**src/phc_pkg.sv**
```systemverilog
// Purpose: Constants and types of the packet header classifier.
// Assumes: 40 MHz aclk, AXI4-Lite register access, byte-wide rx stream.
// Notes: Mask bit 1 = compare the bit; mask bit 0 = ignore it.
`default_nettype none

package phc_pkg;
	localparam int N_CLASS   = 4;
	localparam int HDR_BYTES = 64;
	localparam int MEM_WORDS = HDR_BYTES / 4;
	localparam int MEM_W     = 2 * N_CLASS * 32;
	localparam int CTX_W     = 12;
	localparam int CNT_W     = 16;
	localparam int AXI_AW    = 12;

	localparam logic [11:0] CTRL_OFF    = 12'h000;
	localparam logic [11:0] STATUS_OFF  = 12'h004;
	localparam logic [11:0] HITCNT_OFF  = 12'h008;
	localparam logic [11:0] MISSCNT_OFF = 12'h00c;
	localparam logic [11:0] CFG_OFF     = 12'h010;
	localparam logic [11:0] MASK_OFF    = 12'h100;
	localparam logic [11:0] PAT_OFF     = 12'h200;

	localparam int          CTRL_EN_BIT = 0;
	localparam logic [31:0] CTRL_RST    = 32'h0000_0001;
	localparam logic [31:0] CTRL_WMASK  = 32'h0000_0001;

	localparam int          CFG_OFS_LSB  = 0;
	localparam int          CFG_OFS_W    = 6;
	localparam int          CFG_HSEL_BIT = 8;
	localparam int          CFG_PRI_LSB  = 9;
	localparam int          CFG_EN_BIT   = 12;
	localparam logic [31:0] CFG_RST      = 32'h0000_0000;
	localparam logic [31:0] CFG_WMASK    = 32'h0000_173f;

	localparam int ST_BUSY_BIT = 0;
	localparam int ST_RES_LSB  = 1;

	localparam logic [1:0] RESP_OKAY   = 2'h0;
	localparam logic [1:0] RESP_SLVERR = 2'h2;

	typedef struct packed {
		logic [CTX_W-1:0] ctx;
		logic [1:0]       queue;
		logic             to_wan;
		logic [1:0]       cls;
		logic             hit;
	} res_t;
endpackage : phc_pkg

`default_nettype wire

```
**src/stream_if.sv**
```systemverilog
// Purpose: Valid/ready word carrier between classifier stages.
// Assumes: One clock; a word moves when valid and ready are both high.
// Notes: Source holds valid and data until taken.
`default_nettype none

interface stream_if #(parameter int W = 8) ();
	logic         valid;
	logic         ready;
	logic [W-1:0] data;
	modport src (output valid, output data, input ready);
	modport snk (input valid, input data, output ready);
endinterface : stream_if

`default_nettype wire

```
**src/hdr_mem.sv**
```systemverilog
// Purpose: Mask and pattern store with byte writes and registered read.
// Assumes: Single clock; contents have no reset.
// Notes: Read data appear the edge after the address.
`default_nettype none

module hdr_mem #(
	parameter int W  = 256,
	parameter int D  = 16,
	parameter int AW = 4
) (
	input  wire logic          aclk,
	input  wire logic          we,
	input  wire logic [AW-1:0] waddr,
	input  wire logic [W/8-1:0] wbe,
	input  wire logic [W-1:0]  wdata,
	input  wire logic [AW-1:0] raddr,
	output logic [W-1:0]       rdata
);
	logic [W-1:0] mem_ff [D];
	logic [W-1:0] rdata_ff;

	always_ff @(posedge aclk) begin
		for (int i = 0; i < W / 8; i++) begin
			if (we && wbe[i])
				mem_ff[waddr][i*8 +: 8] <= wdata[i*8 +: 8];
		end
		rdata_ff <= mem_ff[raddr];
	end

	assign rdata = rdata_ff;
endmodule : hdr_mem

`default_nettype wire

```
**src/packet_header_classifier.sv**
```systemverilog
// Purpose: Classify received frames by masked header patterns.
// Assumes: rx stream is synchronous to aclk; frames are 64 bytes or more.
// Notes: One frame in flight; rx_ready drops from last byte to hand-off.
`default_nettype none

module packet_header_classifier (
	input  wire logic        aclk,
	input  wire logic        aresetn,
	input  wire logic [11:0] awaddr,
	input  wire logic        awvalid,
	output logic             awready,
	input  wire logic [31:0] wdata,
	input  wire logic [3:0]  wstrb,
	input  wire logic        wvalid,
	output logic             wready,
	output logic [1:0]       bresp,
	output logic             bvalid,
	input  wire logic        bready,
	input  wire logic [11:0] araddr,
	input  wire logic        arvalid,
	output logic             arready,
	output logic [31:0]      rdata,
	output logic [1:0]       rresp,
	output logic             rvalid,
	input  wire logic        rready,
	input  wire logic        rx_valid,
	output logic             rx_ready,
	input  wire logic [7:0]  rx_data,
	input  wire logic        rx_last,
	input  wire logic        rx_good,
	output logic             res_valid,
	input  wire logic        res_ready,
	output logic             res_hit,
	output logic [1:0]       res_class,
	output logic             res_to_wan,
	output logic [1:0]       res_host_queue,
	output logic [11:0]      res_context_id,
	input  wire logic [3:0]  dma_q_req,
	output logic             dma_grant_valid,
	output logic [1:0]       dma_grant_q
);
	localparam int NC = phc_pkg::N_CLASS;
	typedef enum logic [1:0] {S_RX, S_CMP, S_EVAL, S_PUSH} st_t;
	logic        awready_ff, wready_ff, bvalid_ff, arready_ff, rvalid_ff;
	logic [1:0]  bresp_ff, rresp_ff;
	logic [31:0] rdata_ff, wdata_ff, ctrl_ff;
	logic [11:0] awaddr_ff;
	logic [3:0]  wstrb_ff;
	logic [31:0] cfg_ff [NC];
	logic [15:0] cd_ff [NC];
	logic [phc_pkg::CNT_W-1:0] hit_cnt_ff, miss_cnt_ff;
	st_t           st_ff, nxt_st;
	phc_pkg::res_t res_ff, nxt_res, ob;
	logic [6:0]  cnt_ff;
	logic [7:0]  byte_d_ff;
	logic [1:0]  lane_d_ff, win, dma_grant_q_ff;
	logic        cmp_v_ff, good_ff, rx_ready_ff, dma_grant_valid_ff;
	logic [NC-1:0] miss_ff, diff_any, hit_vec;
	logic [phc_pkg::MEM_W-1:0]   mem_rd;
	logic [phc_pkg::MEM_W/8-1:0] mem_be;
	logic        beat, in_hdr, any_hit, win_hsel, wr_go, mem_we;
	logic [2:0]  wr_lane;
	logic [31:0] rd_word, status_w;
	stream_if #(.W($bits(phc_pkg::res_t))) q_if ();
	function automatic logic mapped(input logic [11:0] a);
		mapped = (a[1:0] == 2'h0) && (a[11:4] == 8'h00 ||
			a[11:4] == phc_pkg::CFG_OFF[11:4] ||
			a[11:8] == phc_pkg::MASK_OFF[11:8] ||
			a[11:8] == phc_pkg::PAT_OFF[11:8]);
	endfunction : mapped
	function automatic logic [31:0] merge(input logic [31:0] o,
		input logic [31:0] d, input logic [3:0] s);
		for (int i = 0; i < 4; i++)
			merge[i*8 +: 8] = s[i] ? d[i*8 +: 8] : o[i*8 +: 8];
	endfunction : merge
	// ******************************************
	// Register bus
	// ******************************************
	assign awready = awready_ff;
	assign wready  = wready_ff;
	assign bvalid  = bvalid_ff;
	assign bresp   = bresp_ff;
	assign arready = arready_ff;
	assign rvalid  = rvalid_ff;
	assign rdata   = rdata_ff;
	assign rresp   = rresp_ff;
	// Both halves held in flops, then committed in one cycle
	assign wr_go   = !awready_ff && !wready_ff && !bvalid_ff;
	assign mem_we  = wr_go && mapped(awaddr_ff) && awaddr_ff[11:8] != 4'h0;
	assign wr_lane = {awaddr_ff[9], awaddr_ff[7:6]};
	assign mem_be  = 32'(wstrb_ff) << {wr_lane, 2'h0};
	assign status_w = {13'h0, res_ff, st_ff != S_RX};
	// Masks and patterns are write-only and read as zero
	assign rd_word =
		(araddr == phc_pkg::CTRL_OFF)    ? ctrl_ff :
		(araddr == phc_pkg::STATUS_OFF)  ? status_w :
		(araddr == phc_pkg::HITCNT_OFF)  ? {16'h0, hit_cnt_ff} :
		(araddr == phc_pkg::MISSCNT_OFF) ? {16'h0, miss_cnt_ff} :
		(araddr[11:4] == phc_pkg::CFG_OFF[11:4] && araddr[1:0] == 2'h0)
			? cfg_ff[araddr[3:2]] : 32'h0;
	always_ff @(posedge aclk) begin
		if (!aresetn) begin
			awready_ff <= 1'b1;
			wready_ff  <= 1'b1;
			bvalid_ff  <= 1'b0;
			bresp_ff   <= phc_pkg::RESP_OKAY;
			arready_ff <= 1'b1;
			rvalid_ff  <= 1'b0;
			rdata_ff   <= 32'h0;
			rresp_ff   <= phc_pkg::RESP_OKAY;
		end else begin
			if (awvalid && awready_ff) begin
				awready_ff <= 1'b0;
				awaddr_ff  <= awaddr;
			end
			if (wvalid && wready_ff) begin
				wready_ff <= 1'b0;
				wdata_ff  <= wdata;
				wstrb_ff  <= wstrb;
			end
			if (wr_go) begin
				bvalid_ff <= 1'b1;
				bresp_ff  <= mapped(awaddr_ff) ? phc_pkg::RESP_OKAY
					: phc_pkg::RESP_SLVERR;
			end
			if (bvalid_ff && bready) begin
				bvalid_ff  <= 1'b0;
				awready_ff <= 1'b1;
				wready_ff  <= 1'b1;
			end
			if (arvalid && arready_ff) begin
				arready_ff <= 1'b0;
				rvalid_ff  <= 1'b1;
				rdata_ff   <= mapped(araddr) ? rd_word : 32'h0;
				rresp_ff   <= mapped(araddr) ? phc_pkg::RESP_OKAY
					: phc_pkg::RESP_SLVERR;
			end
			if (rvalid_ff && rready) begin
				rvalid_ff  <= 1'b0;
				arready_ff <= 1'b1;
			end
		end
	end
	always_ff @(posedge aclk) begin
		if (!aresetn) begin
			ctrl_ff <= phc_pkg::CTRL_RST;
			for (int c = 0; c < NC; c++)
				cfg_ff[c] <= phc_pkg::CFG_RST;
		end else if (wr_go) begin
			if (awaddr_ff == phc_pkg::CTRL_OFF)
				ctrl_ff <= merge(ctrl_ff, wdata_ff, wstrb_ff)
					& phc_pkg::CTRL_WMASK;
			for (int c = 0; c < NC; c++)
				if (awaddr_ff == phc_pkg::CFG_OFF + 12'(4 * c))
					cfg_ff[c] <= merge(cfg_ff[c], wdata_ff, wstrb_ff)
						& phc_pkg::CFG_WMASK;
		end
	end
	hdr_mem #(
		.W  (phc_pkg::MEM_W),
		.D  (phc_pkg::MEM_WORDS),
		.AW (4)
	) u_mem (
		.aclk  (aclk),
		.we    (mem_we),
		.waddr (awaddr_ff[5:2]),
		.wbe   (mem_be),
		.wdata ({8{wdata_ff}}),
		.raddr (cnt_ff[5:2]),
		.rdata (mem_rd)
	);
	// ******************************************
	// Header compare and descriptor capture
	// ******************************************
	assign beat   = rx_valid && rx_ready_ff;
	assign in_hdr = !cnt_ff[6];
	for (genvar c = 0; c < NC; c++) begin : g_cls
		logic [7:0] mask_b, pat_b;
		logic [6:0] ofs;
		assign mask_b = mem_rd[c*32 + 8*lane_d_ff +: 8];
		assign pat_b  = mem_rd[128 + c*32 + 8*lane_d_ff +: 8];
		assign diff_any[c] = |((byte_d_ff ^ pat_b) & mask_b);
		assign ofs = {1'b0, cfg_ff[c][phc_pkg::CFG_OFS_LSB +: 6]};
		assign hit_vec[c] = ctrl_ff[phc_pkg::CTRL_EN_BIT]
			&& cfg_ff[c][phc_pkg::CFG_EN_BIT] && !miss_ff[c];
		// Every class grabs its own descriptor; the winner is known late
		always_ff @(posedge aclk) begin
			if (beat && cnt_ff == ofs)
				cd_ff[c][15:8] <= rx_data;
			if (beat && cnt_ff == 7'(ofs + 7'h1))
				cd_ff[c][7:0] <= rx_data;
		end
	end
	// ******************************************
	// Decision and hand-off
	// ******************************************
	assign any_hit  = |hit_vec;
	assign win      = hit_vec[0] ? 2'h0 : hit_vec[1] ? 2'h1 :
		hit_vec[2] ? 2'h2 : 2'h3;
	assign win_hsel = cfg_ff[win][phc_pkg::CFG_HSEL_BIT];
	assign nxt_res.hit    = any_hit;
	assign nxt_res.cls    = any_hit ? win : 2'h0;
	assign nxt_res.to_wan = any_hit && !win_hsel;
	assign nxt_res.queue  = (any_hit && win_hsel)
		? cfg_ff[win][phc_pkg::CFG_PRI_LSB +: 2] : 2'h0;
	assign nxt_res.ctx    = (any_hit && !win_hsel)
		? cd_ff[win][phc_pkg::CTX_W-1:0] : 12'h0;
	always_comb begin
		case (st_ff)
			S_RX:    nxt_st = (beat && rx_last) ? S_CMP : S_RX;
			S_CMP:   nxt_st = S_EVAL;
			S_EVAL:  nxt_st = good_ff ? S_PUSH : S_RX;
			S_PUSH:  nxt_st = q_if.ready ? S_RX : S_PUSH;
			default: nxt_st = S_RX;
		endcase
	end
	always_ff @(posedge aclk) begin
		if (!aresetn) begin
			st_ff       <= S_RX;
			rx_ready_ff <= 1'b0;
			cnt_ff      <= 7'h0;
			cmp_v_ff    <= 1'b0;
			miss_ff     <= '0;
			good_ff     <= 1'b0;
			res_ff      <= '0;
		end else begin
			st_ff       <= nxt_st;
			rx_ready_ff <= nxt_st == S_RX;
			cmp_v_ff    <= beat && in_hdr;
			if (beat) begin
				byte_d_ff <= rx_data;
				lane_d_ff <= cnt_ff[1:0];
				if (in_hdr)
					cnt_ff <= cnt_ff + 7'h1;
			end
			if (beat && rx_last)
				good_ff <= rx_good;
			if (cmp_v_ff)
				miss_ff <= miss_ff | diff_any;
			if (st_ff == S_EVAL) begin
				cnt_ff  <= 7'h0;
				miss_ff <= '0;
				res_ff  <= nxt_res;
			end
		end
	end
	always_ff @(posedge aclk) begin
		if (!aresetn) begin
			hit_cnt_ff  <= '0;
			miss_cnt_ff <= '0;
		end else if (st_ff == S_EVAL && good_ff) begin
			if (any_hit)
				hit_cnt_ff <= hit_cnt_ff + 16'h1;
			else
				miss_cnt_ff <= miss_cnt_ff + 16'h1;
		end
	end
	assign q_if.valid = st_ff == S_PUSH;
	assign q_if.data  = res_ff;
	res_skid #(.W($bits(phc_pkg::res_t))) u_skid (
		.aclk      (aclk),
		.aresetn   (aresetn),
		.in_s      (q_if),
		.out_valid (res_valid),
		.out_ready (res_ready),
		.out_data  (ob)
	);
	assign res_hit        = ob.hit;
	assign res_class      = ob.cls;
	assign res_to_wan     = ob.to_wan;
	assign res_host_queue = ob.queue;
	assign res_context_id = ob.ctx;
	assign rx_ready       = rx_ready_ff;
	// ******************************************
	// Host DMA queue service order
	// ******************************************
	always_ff @(posedge aclk) begin
		if (!aresetn) begin
			dma_grant_valid_ff <= 1'b0;
			dma_grant_q_ff     <= 2'h0;
		end else begin
			dma_grant_valid_ff <= |dma_q_req;
			dma_grant_q_ff     <= dma_q_req[3] ? 2'h3 : dma_q_req[2] ? 2'h2
				: dma_q_req[1] ? 2'h1 : 2'h0;
		end
	end
	assign dma_grant_valid = dma_grant_valid_ff;
	assign dma_grant_q     = dma_grant_q_ff;
endmodule : packet_header_classifier
`default_nettype wire

```
**src/res_skid.sv**
```systemverilog
// Purpose: Two-entry result buffer between classifier and queue manager.
// Assumes: Source keeps valid and data until taken.
// Notes: Output valid and data come from flip-flops.
`default_nettype none

module res_skid #(parameter int W = 18) (
	input  wire logic  aclk,
	input  wire logic  aresetn,
	stream_if.snk      in_s,
	output logic       out_valid,
	input  wire logic  out_ready,
	output logic [W-1:0] out_data
);
	logic         vld_ff;
	logic         sk_vld_ff;
	logic [W-1:0] data_ff;
	logic [W-1:0] sk_data_ff;
	logic         in_hs;

	// Ready only from a flop, so no path from out_ready back upstream
	assign in_s.ready = !sk_vld_ff;
	assign in_hs      = in_s.valid && !sk_vld_ff;
	assign out_valid  = vld_ff;
	assign out_data   = data_ff;

	always_ff @(posedge aclk) begin
		if (!aresetn) begin
			vld_ff    <= 1'b0;
			sk_vld_ff <= 1'b0;
		end else if (!vld_ff || out_ready) begin
			vld_ff    <= sk_vld_ff || in_hs;
			sk_vld_ff <= 1'b0;
			data_ff   <= sk_vld_ff ? sk_data_ff : in_s.data;
		end else if (in_hs) begin
			sk_vld_ff  <= 1'b1;
			sk_data_ff <= in_s.data;
		end
	end
endmodule : res_skid

`default_nettype wire

```
**config.mk**
```make
export PLATFORM = sky130hd
export DESIGN_NAME = packet_header_classifier
export DESIGN_NICKNAME = d
export VERILOG_FILES = /design/src/phc_pkg.sv /design/src/stream_if.sv /design/src/hdr_mem.sv /design/src/packet_header_classifier.sv /design/src/res_skid.sv
export SDC_FILE = /design/constraint.sdc
export NUM_CORES = 2
export LEC_CHECK = 0
export BUFFER_PORTS_ARGS = -buffer_cell sky130_fd_sc_hd__buf_2
export CORE_ASPECT_RATIO = 0.5
export CORE_UTILIZATION = 30
export CTS_BUF_LIST = sky130_fd_sc_hd__clkbuf_8
export DETAILED_ROUTE_END_ITERATION = 8
export MAX_ROUTING_LAYER = met4
export PLACE_DENSITY = 0.44
export SLEW_MARGIN = 20
export SYNTH_ARGS = -nofsm -noshare
export SYNTH_HDL_FRONTEND = slang
export SYNTH_MEMORY_MAX_BITS = 65536
export SYNTH_SLANG_ARGS = --single-unit
```
**constraint.sdc**
```tcl
create_clock -name aclk -period 7.7 [get_ports aclk]
set_input_delay 1.155 -clock aclk [delete_from_list [all_inputs] [get_ports aclk]]
set_output_delay 1.155 -clock aclk [all_outputs]
set_load 0.05 [all_outputs]
```
* After elaboration in Yosys (flattened, before gate mapping)
Memories as Yosys holds them, arrays and structs flattened. A register that Yosys moved wholly into a read port is not among the register bits. Index checks and enable logic that the tools add are counted.
Word-level totals: logic and storage cells 348, bits of input ports 83, register bits after elaboration 207, memories 3, output and inout bits 64, bits in writable memories 4200
Operators by class: multiplexer cells 132, eq/ne operators 24, add/subtract/negate cells 14, reduce and logical (&&, ||, !) cells 115, bitwise gates (word level) 17, shift operators 9
Memories:
- u_mem.mem_ff | depth 16, width 256, rd ports 1, clocked after Yosys merged registers in 1, write ports 1, line hdr_mem.sv:19 | logic [W-1:0] mem_ff [D];
- cd_ff | depth 4, width 16, rd ports 1, clocked after Yosys merged registers in 0, write ports 4, line packet_header_classifier.sv:50 | logic [15:0] cd_ff [NC];
- cfg_ff | depth 4, width 10, rd ports 6, clocked after Yosys merged registers in 0, write ports 4, line packet_header_classifier.sv:49 | logic [31:0] cfg_ff [NC];
Operators with widths (count):
- indexed part select 256 x 10 -> 8 bit | 4
- indexed part select 256 x 9 -> 8 bit | 2
- indexed part select 256 x 6 -> 8 bit | 1
- indexed part select 256 x 8 -> 8 bit | 1
- 2-to-1 mux 32 bit | 6
- 2-to-1 mux 1 bit | 100
- logical AND 1 bit | 67
- equality test 12 x 5 -> 1 bit (second input constant) | 4
- 2-to-1 mux 10 bit | 4
- adder 8 x 5 -> 9 bit (first input constant) | 4
- adder 16 x 1 -> 16 bit (second input constant) | 2
- AND 8 bit | 4
- OR reduction 8 bit | 4
- << shifter 4 x 5 -> 32 bit | 1
- XOR 8 bit | 4
- adder 6 x 1 -> 7 bit (second input constant) | 4
- equality test 7 x 6 -> 1 bit | 4
- equality test 7 bit | 4
- equality test 12 x 4 -> 1 bit (second input constant) | 2
- logical NOT 12 bit | 2
- 2-to-1 mux 6 bit | 4
- 2-to-1 mux 2 bit | 10
- 2-to-1 mux 5 bit | 4
- 2-to-1 mux 18 bit | 1
- 25 further kinds | 68

* Depth between registers and ports, before layout
word-level depth 10, depth in mapped cells 8, mapped depth without buffers 7

* By module
From an unflattened synthesis, not the netlist that was laid out.
Unflattened totals: cell total of the unflattened synthesis 8551, area total of the unflattened synthesis 175129.2 um^2
By module, submodules not included:
- hdr_mem | instances 1, cells each 7280, area an instance 161026.9 um^2, sequential area each 128122.9 um^2
- packet_header_classifier | instances 1, cells each 1205, area an instance 12640.9 um^2, sequential area each 6306.0 um^2
- res_skid | instances 1, cells each 66, area an instance 1461.4 um^2, sequential area each 1121.1 um^2

* Worst setup path before layout
OpenSTA, ideal clock, no wires.
path type input-to-reg, start point input port aresetn, end point register u_skid.sk_data_ff[0] (enable), path slack 4.295 ns, data required time 7.284 ns, arrival time 2.990 ns, library setup time 0.416 ns, cell stages on the path 4, buffers on the path 1, path through inv_1 clkbuf_1 or2_2 nor3_1
Between the ends: longest elaborated chain between the ends 1
RTL lines:
- from (decl) | line packet_header_classifier.sv:8 | input wire logic aresetn,
- AND reduction 3 bit (no source line)
- to (signal assigned) | line res_skid.sv:36 | sk_data_ff <= in_s.data;
- to (decl) | line res_skid.sv:17 | logic [W-1:0] sk_data_ff;
Every way passes these cells. A chain may end at the register's enable or synchronous reset.

* Final worst setup path
start point register awaddr_ff[1], end point memory u_mem.mem_ff[14][248] (enable)
Between the ends: longest elaborated chain between the ends 7
RTL lines:
- from (decl) | line packet_header_classifier.sv:47 | logic [11:0] awaddr_ff;
- from (signal assigned) | line packet_header_classifier.sv:114 | awaddr_ff <= awaddr;
- logical NOT 2 bit | line packet_header_classifier.sv:66 | mapped = (a[1:0] == 2'h0) && (a[11:4] == 8'h00 ||
- logical AND 1 bit | line packet_header_classifier.sv:66
- logical AND 1 bit (2 in a row) | line packet_header_classifier.sv:89 | assign mem_we = wr_go && mapped(awaddr_ff) && awaddr_ff[11:8] != 4'h0;
- logical AND 1 bit | line hdr_mem.sv:24 | if (we && wbe[i])
- 2-to-1 mux 1 bit | line hdr_mem.sv:24
- 2-to-1 mux 1 bit (not written as such) | line hdr_mem.sv:25 | mem_ff[waddr][i*8 +: 8] <= wdata[i*8 +: 8];
- to (decl) | line hdr_mem.sv:19
Every way passes these cells.

==> results.yml <==
timing:
  hold_viol: 0
  worst_pin_slew_ns: 1.14
  rsz0062_at_grt: "false"
  finalSetupTns_ns: 0
  max_clock_freq_mhz: 229
  slew_headroom_pct: 24.1
  period_share_pct: 56.7
  finalClockSkew_ns: 0.148
  period_minus_slack_ns: 4.37
  setup_violations: 0
  slew_viol_final: 0
finish:
  nets: 8472
  fillers: 53900
  layout_common_cells: "edfxtp_1 (4,278), mux4_2 (1,290), clkbuf_8 (775)"
  area_growth_syn_to_layout_pct: 13.5
  mostFrequentLayoutCell: "edfxtp_1"
  drive_gt1_share_pct: 28.7
global_route:
  globalRouteOverflowTotal: 0
  use_met1_pct: 25.3
  use_met2_pct: 25.6
  track_usage_pct: 17.4
  grt_pass1_vias: 84700
  grt_pass1_wl_mm: 700
  use_met3_pct: 3.42
  antenna_found_initial: 43
  busiest_layer: "met2"
  grt_max_degree: 149
synthesis:
  synth-edff-count: 4278
  synth_mux_area_share_pct: 16.8
  yosysSeqAreaShare_pct: 77.6
  synth_compound_area_share_pct: 0.914
  synth_top_family_by_area: "multiplexers"
  synthCells: 7784
  synth-async-reset-ratio_pct: 0
  ys_ff_latch: 4632
  synthXorXnorAreaFrac_pct: 1.06
  synth_area_um2: 175000
  synth_area_per_cell_um2: 22.4
  yosys.area_share.simple_pct: 2.32
  synth-adder-area-share_pct: 0.0502
  synth-main-ff-cell: "edfxtp_1"
  synth_cell_types: 66
  yosysWarnings: 0
drt:
  drt_iter0_markers: 8645
  ant_nets: 0
  viasPerCell: 4.90
  vias: 81900
  drc: 0
  firstDrtPassIters: 5
  wl_per_cell_um: 30.0
  wl_mm: 501
placed_design:
  portBuffers: 131
  hpwl_mm: 288
  place_congestion: 0.768
floorplan:
  core.rowCount: 197
  dieHeight_um: 541
  start_util_pct: 30.2
  die_w_mm: 1.08
  die-area_um2: 585000
  io_pins: 147
  core_um2: 578000
cts:
  clock-root-buffer: "clkbuf_8"
  cts_max_level: 6
  cts_buffer_depth: 5
  cts_tree: "built"
  postCtsSetupBuffers: 0
  clock_latency_ns: 1.23
  clk_pin_slew_worst_paths_ns: 0.06
  numCtsBuffers: 718
  cts_resized: 0
  cts.sinks: 4632
pwr:
  peakVddDrop_uv: 135
  finalPower_uw: 47800
  power.density_nw_per_um2: 241
  total_leakage_power_uw: 0.0597
worst_setup_path:
  cp_cell_sequence: "nor4_1, nand2_1, nor3b_1, buf_4, and2_1, nand3_1, nor2_1"
  critPathMaxFanout: 16
  cp-start-kind: "flop"
  crit_path_end_kind: "flop"
  cp_data_required_time_ns: 8.43
  crit_path_top_delay_cell: "nor2_1"
  slowest_delay_ns: 0.86
  criticalPathCategory: "reg2reg"
  cp_top_family: "simple AND/OR/NAND/NOR gates"
  worst-path-buf-inv: 1
  arrival_ns: 5.10
flow_run:
  drv_cap: 0
min_path:
  hp-class: "in2reg"
status:
  outcome: "finished clean"
## layout make-up
type / count / area [um^2] / share of cell area (%)
Sequential cell: 4632 / 136000 / 68.4
Multi-Input combinational cell: 2711 / 37200 / 18.8
Clock buffer: 775 / 10700 / 5.38
Tap cell: 7761 / 9710 / 4.90
Clock inverter: 493 / 2510 / 1.26
Timing Repair Buffer: 307 / 2390 / 1.21
Antenna cell: 41 / 103 / 0.0518
Inverter: 12 / 45.0 / 0.0227
## kinds of logic after synthesis
family          Yosys count
flops                  4632
mux                    1317
simple gates            942
buf+inv                 455
compound gates          220
xor+xnor                210
fa+ha+maj                 7
other cells               1
## cells in the mapped netlist (16+ instances only)
master    count  area share [%]
buf_6        30            0.19
nand2_1     145            0.31
a31oi_1      25           0.090
a221oi_1     18           0.090
dfxtp_1     354             4.1
xor2_1      168            0.84
nor2_1      603             1.3
mux2_2       25            0.16
nor3_1       16           0.046
and2_1       41            0.15
a21oi_1      36            0.10
xnor2_1      41            0.21
buf_4        16           0.069
buf_1        52            0.11
mux4_2     1290              17
edfxtp_1   4278              74
a22o_1       37            0.19
clkbuf_1    247            0.53
a222oi_1     22            0.13
nand3_1      39            0.11
buf_2        97            0.28
o21ai_0      27           0.077
## registers in the layout, indices dropped and copies added (netlist names), 18 cells and up
signal	flops
cd_ff	48
cfg_ff	40
q_if.data	18
rdata	19
u_mem.mem_ff	4096
u_mem.rdata	256
u_skid.out_data	18
u_skid.sk_data_ff	18
wdata_ff	32
## routing by layer
metal	part of all wire (%)	up-vias
li1	-	33700
met1	47	44700
met2	45	2782
met3	6.2	696
met4	1.7	0
met5	0	-
## worst paths after layout
check	startpoint	end	slack [ns]	cells after the start
setup / recovery	awaddr_ff[1]	u_mem.mem_ff[14][248]	3.33	7
hold / removal	wdata[30]	wdata_ff[30]	0.15	1
setup reg to reg	awaddr_ff[1]	u_mem.mem_ff[14][248]	3.33	7
hold reg to reg	rdata[9]	rdata[9]	0.46	2
## repair_timing
item	in CTS	in global routing
hold buffers	3	0
endpoints found under the hold margin	3	0
endpoints found under the setup margin	0	0
## power breakdown
part	switching, uW	internal, uW
Sequential	41.9	27400
Combinational	638	113
Clock	9880	9800
## through the flow
step / cell area [um^2] / setup WS [ns] / utilization, % / instances / hold slack (ns)
6_report: 198000 / 3.33 / 34.3 / 16700 / 0.152
5_1_grt: 198000 / 2.98 / 34.3 / 16700 / 0.00604
4_1_cts: 198000 / 3.16 / 34.3 / 16700 / 0.00199
3_5_place_dp: 185000 / 2.64 / 32.0 / 15400 / 0.443
3_3_place_gp: 185000 / 1.87 / 32.0 / 15400 / 0.448
2_1_floorplan: 175000 / 4.29 / - / 7798 / 0.431
Power figures use the tool's default switching activity.
